### config.mk
export PLATFORM = sky130hd
export DESIGN_NAME = asrsc_ctrl
export DESIGN_NICKNAME = d
export VERILOG_FILES = /design/src/hw/asrsc_rate_div.v /design/src/hw/asrsc_data_reg.v /design/src/hw/asrsc_ctrl.v
export VERILOG_INCLUDE_DIRS = /design/src /design/src/hw
export SDC_FILE = /design/constraint.sdc
export NUM_CORES = 1
export LEC_CHECK = 0
export ABC_AREA = 1
export ABC_CLOCK_PERIOD_IN_PS = 3850
export BUFFER_PORTS_ARGS = -buffer_cell sky130_fd_sc_hd__buf_4
export CORE_ASPECT_RATIO = 0.5
export CORE_MARGIN = 3
export CORE_UTILIZATION = 35
export CTS_BUF_LIST = sky130_fd_sc_hd__clkbuf_8
export CTS_CLUSTER_DIAMETER = 60
export DETAILED_ROUTE_END_ITERATION = 16
export GPL_TIMING_DRIVEN = 0
export PLACE_DENSITY = 0.6
export SLEW_MARGIN = 0
export SYNTH_ARGS = -nofsm -noshare
export SYNTH_HDL_FRONTEND = slang
export SYNTH_HIERARCHICAL = 1
export SYNTH_SLANG_ARGS = --single-unit
export TNS_END_PERCENT = 30
### constraint.sdc
create_clock -name mclk -period 3.85 [get_ports mclk]
set_clock_uncertainty 0.2 [all_clocks]
set_input_delay 0.1925 -clock mclk [delete_from_list [all_inputs] [get_ports mclk]]
set_output_delay 0.1925 -clock mclk [all_outputs]
set_load 0.05 [all_outputs]
### src/hw/asrsc_regs.vh
// Purpose: constants for the sync, reset and standby control block
// Assumes: master clock of 125 MHz, 8 ns period
// Notes: output-rate period is given in master clock cycles
`ifndef ASRSC_REGS_VH
`define ASRSC_REGS_VH
// output-rate period in master clock cycles
`define ASRSC_RATE_CYC 16'h0FA0
`define ASRSC_RATE_W 16
// periods of filter settling after a restart
`define ASRSC_SETTLE_PER 2'h3
// high pulse on an update over an unread word, in master clock periods
`define ASRSC_PULSE_TCLK 10'h1F4
`define ASRSC_PULSE_W 10
`define ASRSC_DATA_W 24
`endif

### src/hw/asrsc_rate_div.v
// Purpose: output-rate divider, one-cycle enable per output period
// Assumes: clr holds the count at zero
// Notes: first tick comes one full period after clr drops
`include "asrsc_regs.vh"
module asrsc_rate_div (
  input wire mclk,
  input wire rst,
  input wire clr,
  output wire tick
);
  reg [`ASRSC_RATE_W-1:0] cnt_q;
  reg [`ASRSC_RATE_W-1:0] cnt_d;
  assign tick = ~clr && (cnt_q == `ASRSC_RATE_CYC - 16'h0001);
  always @* begin
    cnt_d = cnt_q + 16'h0001;
    if (clr || tick) begin
      cnt_d = 16'h0000;
    end
  end
  always @(posedge mclk or posedge rst) begin
    if (rst) begin
      cnt_q <= 16'h0000;
    end else begin
      cnt_q <= cnt_d;
    end
  end
endmodule

### src/hw/asrsc_data_reg.v
// Purpose: output data register, keeps its word through standby
// Assumes: load is a one-cycle pulse, except that it is held high through a hard reset
// Notes: read data come from the register itself
`include "asrsc_regs.vh"
module asrsc_data_reg (
  input wire mclk,
  input wire rst,
  input wire load,
  input wire [`ASRSC_DATA_W-1:0] wdata,
  output reg [`ASRSC_DATA_W-1:0] rdata
);
  always @(posedge mclk or posedge rst) begin
    if (rst) begin
      rdata <= 24'h00_0000;
    end else if (load) begin
      rdata <= wdata;
    end
  end
endmodule

### src/hw/asrsc_ctrl.v
// Purpose: sync, hardware reset and standby control of a converter core
// Assumes: pins sampled on mclk; mclk keeps running in reset and standby
// Notes: filter result arrives on core_word with core_valid once per output period
`include "asrsc_regs.vh"
module asrsc_ctrl (
  input wire mclk,
  input wire rst,
  input wire reset_n,
  input wire sync_n,
  input wire standby_n,
  input wire filter_restart_bit,
  input wire core_valid,
  input wire [`ASRSC_DATA_W-1:0] core_word,
  input wire data_rd_done,
  input wire serial_req,
  output wire mclk_out,
  output wire filter_clear,
  output wire core_run,
  output wire serial_reset,
  output wire serial_grant,
  output wire rate_tick,
  output reg result_ready_n,
  output wire [`ASRSC_DATA_W-1:0] data_out
);
  localparam ST_RUN = 2'b00;
  localparam ST_SETTLE = 2'b01;
  localparam ST_HOLD = 2'b10;

  reg [1:0] st_q;
  reg [1:0] st_d;
  reg [1:0] per_q;
  reg [1:0] per_d;
  reg [`ASRSC_PULSE_W-1:0] pulse_q;
  reg [`ASRSC_PULSE_W-1:0] pulse_d;
  reg rdy_n_d;
  reg load;
  reg hard_rst_q;
  wire hold;
  wire tick;

  assign mclk_out = mclk;
  // hard reset pin resets everything except the clock path
  always @(posedge mclk or posedge rst) begin
    if (rst) begin
      hard_rst_q <= 1'b1;
    end else begin
      hard_rst_q <= ~reset_n;
    end
  end

  assign hold = ~sync_n | filter_restart_bit | ~standby_n | hard_rst_q;
  assign filter_clear = hold;
  assign core_run = ~hold;
  assign serial_reset = ~standby_n | hard_rst_q;
  assign serial_grant = serial_req & standby_n & ~hard_rst_q;
  assign rate_tick = tick;

  asrsc_rate_div u_div (
    .mclk(mclk),
    .rst(rst),
    .clr(hold),
    .tick(tick)
  );

  // hard reset returns the data register to its default word
  asrsc_data_reg u_data (
    .mclk(mclk),
    .rst(rst),
    .load(load | hard_rst_q),
    .wdata(hard_rst_q ? 24'h00_0000 : core_word),
    .rdata(data_out)
  );

  always @* begin
    st_d = st_q;
    per_d = per_q;
    pulse_d = pulse_q;
    rdy_n_d = result_ready_n;
    load = 1'b0;
    case (st_q)
      ST_HOLD: begin
        per_d = 2'h0;
        if (!hold) begin
          st_d = ST_SETTLE;
        end
      end
      ST_SETTLE: begin
        if (tick) begin
          per_d = per_q + 2'h1;
          if (per_q + 2'h1 == `ASRSC_SETTLE_PER) begin
            st_d = ST_RUN;
            load = 1'b1;
          end
        end
      end
      ST_RUN: begin
        if (core_valid) begin
          load = 1'b1;
        end
      end
      default: begin
        st_d = ST_HOLD;
      end
    endcase
    if (data_rd_done && serial_grant) begin
      rdy_n_d = 1'b1;
    end
    if (pulse_q != 10'h000) begin
      pulse_d = pulse_q - 10'h001;
      if (pulse_q == 10'h001) begin
        rdy_n_d = 1'b0;
      end
    end
    if (load) begin
      if (!result_ready_n) begin
        rdy_n_d = 1'b1;
        pulse_d = `ASRSC_PULSE_TCLK;
      end else begin
        rdy_n_d = 1'b0;
      end
    end
    // a low ready across a sync stays low
    if (hold) begin
      st_d = ST_HOLD;
      load = 1'b0;
      pulse_d = 10'h000;
      if (!standby_n || hard_rst_q) begin
        rdy_n_d = 1'b1;
      end
    end
  end

  always @(posedge mclk or posedge rst) begin
    if (rst) begin
      st_q <= ST_HOLD;
      per_q <= 2'h0;
      pulse_q <= 10'h000;
      result_ready_n <= 1'b1;
    end else begin
      st_q <= st_d;
      per_q <= per_d;
      pulse_q <= pulse_d;
      result_ready_n <= rdy_n_d;
    end
  end
endmodule

# [After elaboration in Yosys (flattened, before gate mapping)]
# Index checks and enable logic that the tools add are counted.
# Widths: inputs -> output; s select.
[classes] eq_ne=9 bitwise=12 add_sub_neg=3 magnitude_cmp=0 muxes=24 n_mul=0 reduce_logical=10 div=0 shifts=0
[op_table] operator="$mux 10" count=4
[op_table] operator="$mux 24" count=1
[op_table] operator="$add 16x1->16 const B" count=1
[op_table] operator="$eq 16x12->1 const B" count=1
[op_table] operator="$mux 16" count=1
[op_table] operator="$mux 1" count=11
[op_table] operator="$eq 10x1->1 const B" count=1
[op_table] operator="$reduce_bool 10->1" count=1
[op_table] operator="$sub 10x1->10 const B" count=1
[op_table] operator="$mux 2" count=4
[op_table] operator="$pmux 2 s3" count=1
[op_table] operator="$not 1->1" count=5
[op_table] operator="$or 1x1->1" count=5
[op_table] operator="$eq 2x2->1 const B" count=2
[op_table] operator="$ne 2x1->1 const B" count=2
[op_table] operator="$pmux 2 s2" count=1
[op_table] operator="$ne 3x1->1 const B" count=1
[op_table] operator="$ne 3x2->1 const B" count=1
[op_table] operator="$reduce_and 3->1" count=1
[op_table] operator="$add 2x1->2 const B" count=1
[op_table] operator="$and 1x1->1" count=2
[op_table] operator="$eq 2x1->1 const B" count=1
[op_table] operator="$logic_and 1x1->1" count=2
[op_table] operator="$logic_not 2->1" count=1
[op_table] operator="5 further kinds" count=6
[word_totals] rom_bits=0 inputBits=33 latchBits=0 mem_count=0 ff_bits=56 ram_bits=0

# [Logic depth before layout (Yosys ltp)]
# Gate-level depths: netlist of the first run.
[depth] word_depth=11 depth_mapped=16

# [By module]
# Netlist of the first run, hierarchy kept.
[by_module_without_submodules] module="asrsc_ctrl" n_inst=1 seq_area_each_um2=404.1 area_per_inst_um2=1249.9 cells_each=192
[by_module_without_submodules] module="asrsc_data_reg" n_inst=1 seq_area_each_um2=600.6 area_per_inst_um2=978.4 cells_each=103
[by_module_without_submodules] module="asrsc_rate_div" n_inst=1 seq_area_each_um2=400.4 area_per_inst_um2=913.4 cells_each=118

==> results of run 1 <==
==> power by group <==
group / internal (uW) / total [uW] / switching, uW
Combinational: 93.1 / 244 / 150
Sequential: 610 / 623 / 12.9
Clock: 236 / 498 / 261
==> timing repair <==
action                    CTS  global route
gates resized for setup     0             0
hold buffers               30             0
hold endpoints to repair   82             0
setup buffers               0             0
==> worst register-to-register path: cells and delay by family, from the launching register on <==
family / cells / cell delay (ns)
DFF: 1 / 0.42
and+or+nand+nor: 8 / 1.05
buffers and inverters: 2 / 0.63
AOI/OAI and AO/OA: 1 / 0.15
adders and majority gates: 1 / 0.24
==> state kept, by name (all words and copies together) (netlist names) <==
register        cells
st_q                2
u_data/rdata       24
per_q               2
u_div/cnt_q        16
hard_rst_q          1
pulse_q            10
result_ready_n      1
==> kinds of logic after synthesis <==
| logic type | count (synthesis) | share of synthesized area |
|---|---|---|
| AND/OR/NAND/NOR | 238 | 0.333 |
| buffers and inverters | 79 | 0.119 |
| flip-flops | 56 | 0.447 |
| AO/OA/AOI/OAI | 25 | 0.0510 |
| XOR/XNOR | 8 | 0.0223 |
| adder cells (fa/ha/maj) | 7 | 0.0279 |
==> metal layers <==
metal,global-route usage,up-vias,share of wire
met4,0.0602,0,0.014
met5,0,-,0
met2,0.263,31,0.50
met1,0.192,1274,0.46
li1,-,1444,-
met3,0.0399,8,0.027
==> stage by stage <==
| step | cell area [um^2] | hold slack, ns | instances | setup WS [ns] | utilization |
|---|---|---|---|---|---|
| 2_1_floorplan | 3140 | -0.0959 | 413 | 0.786 | - |
| 3_3_place_gp | 3750 | 0.111 | 588 | 1.17 | 0.450 |
| 3_5_place_dp | 3750 | 0.108 | 588 | 1.13 | 0.450 |
| 4_1_cts | 4190 | 0.0944 | 629 | 0.868 | 0.502 |
| 5_1_grt | 4190 | 0.135 | 629 | 0.657 | 0.502 |
| 6_report | 4190 | 0.110 | 629 | 0.831 | 0.502 |
==> cell usage in the layout (no fill, tap or decap), drive strengths merged, types with 3 or more instances in the layout <==
| master | instances |
|---|---|
| nand2 | 136 |
| nor2 | 75 |
| buf | 71 |
| inv | 69 |
| dfrtp | 53 |
| dlygate4sd3 | 30 |
| nand3 | 18 |
| clkbuf | 12 |
| o21ai | 11 |
| xor2 | 7 |
| ha | 7 |
| nand4 | 6 |
| a21oi | 6 |
| o21bai | 4 |
| dfstp | 3 |
==> layout make-up <==
cell class,instances,area (um^2)
fillers,857,4160
flip-flops and latches,56,1410
plain buffers,11,110
multi-input cells,278,1360
clock buffers,10,131
well taps,112,140
repair buffers,92,766
inverters,68,263
clock inverters,2,11.3
==> how the worst min path moves through the flow <==
stage	end	start	slack, ns	depth (start not counted)
after floorplan	per_q[0]$_DFFE_PP0P_	rst	-0.1	1
after global placement	hard_rst_q$_DFF_PP1_	reset_n	0.11	2
after detailed placement	hard_rst_q$_DFF_PP1_	reset_n	0.11	2
after CTS	pulse_q[2]$_DFF_PP0_	core_valid	0.09	5
after global routing	pulse_q[2]$_DFF_PP0_	core_valid	0.14	5
final	pulse_q[2]$_DFF_PP0_	core_valid	0.11	5
==> results.toml, run 1 <==
[run_status]
outcome = "finished clean"

[drt]
wl_per_cell_um = 11.6
antenna_left = 0
vias = 2757
vias_per_cell = 4.38
wirelength_um = 7280
drcViolationCount = 0
initialDrtViolationCount = 158
firstDrtPassIters = 4

[power]
p_total_uw = 1360
vdd_ir_drop_max_mv = 0.162
p_leak_uw = 0.00219
p_per_area_nw_per_um2 = 326

[floorplanning]
design.die.area_um2 = 10200
die_w_um = 140
rows = 23
initial_core_util = 0.376
die_h_um = 73.0
core-area_um2 = 8350
io_pins = 64

[timing]
timing.slew.headroom = 0.355
maxSlewViolCount = 0
post-route-period-util = 0.784
tns_ns = 0
setup_viol = 0
grt_setup_unrepaired = "false"
fmax_mhz = 331
tightest_slew_ns = 0.967
hold_violations = 0
period_needed_ns = 3.02

[flow_run]
drv_cap = 0

[setup_path]
cp-end-kind = "flip-flop"
reg2reg_from = "u_div/cnt_q[0]$_DFF_PP0_"
max_stage_delay_ns = 0.60
path_depth = 13
r2r_cells = 12
worstReg2RegEnd = "result_ready_n$_DFF_PP1_"
slowest_stage = "dlygate4sd3_1"
worstPathArrival_ns = 3.19
worstSetupPathType = "in -> reg"
critPathRequiredTime_ns = 4.02
reg2reg_slack_ns = 1.12
crit_family = "buffers and inverters"
cp_num_buf_inv = 5
endpoint = "result_ready_n$_DFF_PP1_"
crit_start = "filter_restart_bit"
worstPathMaxFanout = 9
setup.worst_path.start_class = "input pin"
crit_chain = "dlygate4sd3_1 > buf_4 > nor2_1 > dlygate4sd3_1 > nand3_4 > nor2_1 > nand2_1 > inv_1 > nand2_1 > o21ai_1 > nand2_1 > nand4_1 > dlygate4sd3_1"

[synthesis]
synth_common_cells = "nand2_1, nor2_1, inv_1"
synth_flop_cell = "dfrtp_1"
synth_largest_area_cell = "dfrtp_1"
synth.distinct_cells = 37
ys_ff_latch = 56
synth_edf_count = 0
syn_inst = 413
syn_nets = 453
syn_area_um2 = 3140
ys_seq_area_frac = 0.447
yosysTopAreaCellShare = 0.422
synth_most_common_cell = "nand2_1"
ys_warn_count = 6
synth_area_leaders = "dfrtp_1, nand2_1, nor2_1"
ys_async_sr_fraction = 1.00
synth_area_per_cell_um2 = 7.61

[min_path]
hold_class = "in -> reg"

[place]
gp_congestion = 0.791
hpwl_um = 5300
place.port_buffers = 63

[clock_network]
clock_latency_ns = 0.43
cts_tree = "built"
clk_pin_slew_ns = 0.10

[grt]
grt_util_all_layers = 0.154
grt_max_degree = 25
grt_pass1_wl_um = 12400
grt_overflow_total = 0
grt_pass1_vias = 2698
antenna_found_initial = 0

[cells_and_area]
n_antenna_cell = 0
layout-drive-gt1-share = 0.228
nNetsFinal = 556
area_delta_synth_final_pct = 33.4
Power figures use the tool's default switching activity.
==> run 2, diff against run 1 <==
Settings changed: ABC_CLOCK_PERIOD_IN_PS 3850 to 3150.
Clock period 3.85 ns to 3.15 ns, I/O delays scaled along.
==> results.toml, run 2 (synthesis gave the netlist of run 1 again) <==
[place]
hpwl_um = 5300
gp_congestion = 0.791
dp_cells = 588
place.port_buffers = 63

[setup_path]
worstSetupPathType = "in -> reg"
setup.worst_path.start_class = "input pin"
critPathRequiredTime_ns = 3.32
worstPathArrival_ns = 3.10
worstPathMaxFanout = 9
cp-end-kind = "flip-flop"

[cells_and_area]
top_register = "u_data/rdata"
n_antenna_cell = 0
multiInputGateArea_um2 = 1370
largest_reg_flops = 24
top_regs = "u_data/rdata: 24 flops, u_div/cnt_q: 16 flops, pulse_q: 10 flops"
final_common_cell = "nand2_1"
layout-drive-gt1-share = 0.230
final_util = 0.502
finalNonFillerCells = 629
fillers = 856
final_cell_mix = "nand2_1, nor2_1, inv_1"
area_delta_synth_final_pct = 33.5
nNetsFinal = 556
seq_area_um2 = 1410

[timing]
hold_violations = 0
period_needed_ns = 2.93
post-route-period-util = 0.929
timing.slew.headroom = 0.355
setup_viol = 0
whs_ns = 0.0750
maxSlewViolCount = 0
tns_ns = 0
fmax_mhz = 342
grt_setup_unrepaired = "false"
tightest_slew_ns = 0.967

[grt]
grt_pass1_vias = 2698
grt_max_degree = 25
antenna_found_initial = 0
grt_pass1_wl_um = 12400
grt_util_all_layers = 0.154
grt_overflow_total = 0

[drt]
vias_per_cell = 4.38
wirelength_um = 7280
antenna_left = 0
drcViolationCount = 0
initialDrtViolationCount = 158
wl_per_cell_um = 11.6
vias = 2758
firstDrtPassIters = 4

[clock_network]
post_cts_buffers = 0
clock_latency_ns = 0.43
clk_pin_slew_ns = 0.10
cts_tree = "built"

[power]
seq_power_share = 0.457
p_clk_frac = 0.365
internal_power_uw = 1150
switching_power_uw = 519
p_comb_frac = 0.179
p_leak_uw = 0.00219
swShare = 0.311
p_per_area_nw_per_um2 = 398
vdd_ir_drop_max_mv = 0.198

[floorplanning]
rows = 23
die_w_um = 140
initial_core_util = 0.376
design.die.area_um2 = 10200
io_pins = 64
core-area_um2 = 8350
die_h_um = 73.0

[flow_run]
drv_cap = 0

[min_path]
hold_class = "in -> reg"

[run_status]
outcome = "finished clean"
==> run 2: worst max-delay path, cell delays in order <==
cell and delay, ns:
dlygate4sd3_1 0.54, buf_4 0.13, nor2_1 0.09, dlygate4sd3_1 0.60, nand3_4 0.14, nor2_2 0.18
nand2_1 0.10, inv_1 0.08, nand2_1 0.05, o21ai_1 0.15, nand2_1 0.19, nand4_1 0.14
dlygate4sd3_1 0.55
==> run 2: area by class of cell <==
| class | instances | area share |
|---|---|---|
| plain buffers | 11 | 0.0263 |
| repair buffers | 92 | 0.183 |
| inverters | 68 | 0.0627 |
| multi-input cells | 278 | 0.326 |
| clock buffers | 10 | 0.0313 |
| flip-flops and latches | 56 | 0.335 |
| well taps | 112 | 0.0334 |
| clock inverters | 2 | 0.00269 |
==> run 2: worst paths after layout <==
check	from	endpoint	cells after the start	slack, ns
max in group asynchronous	rst	u_data/rdata[9]$_DFFE_PP0P_	3	1.82
worst min register to register	u_data/rdata[7]$_DFFE_PP0P_	u_data/rdata[7]$_DFFE_PP0P_	2	0.28
worst min-delay path	core_valid	pulse_q[2]$_DFF_PP0_	5	0.07
worst max register to register	u_div/cnt_q[0]$_DFF_PP0_	result_ready_n$_DFF_PP1_	12	0.48
min in group asynchronous	rst	u_div/cnt_q[1]$_DFF_PP0_	3	0.18
worst max-delay path	filter_restart_bit	result_ready_n$_DFF_PP1_	13	0.22
==> run 2: power by group through the flow <==
stage               Sequential [uW]  Combinational [uW]  Clock, uW
CTS                             762                 301        639
detailed placement              775                 272       86.3
global route                    766                 320        664
finish                          761                 298        608
floorplan                       861                85.1       68.4
global placement                775                 270       86.3
==> run 2: repair_timing <==
| action | in CTS | in global routing |
|---|---|---|
| gates resized for setup | 0 | 1 |
| hold buffers | 30 | 0 |
| endpoints found under the setup margin | 0 | 2 |
| hold endpoints to repair | 86 | 0 |
==> run 2: per-stage QoR <==
step                instance area [um^2]  worst slack (ns)  total power (uW)
floorplan                           3140            0.0860              1010
global placement                    3750             0.473              1130
detailed placement                  3750             0.434              1130
CTS                                 4190             0.203              1700
global route                        4190            0.0523              1750
finish                              4190             0.224              1670
==> run 2: routing by layer <==
metal	wire (um)	share of wire	track usage
met1	3370	0.46	0.192
met2	3620	0.50	0.263
met3	189	0.026	0.0399
met4	99	0.014	0.0602
met5	0	0	0
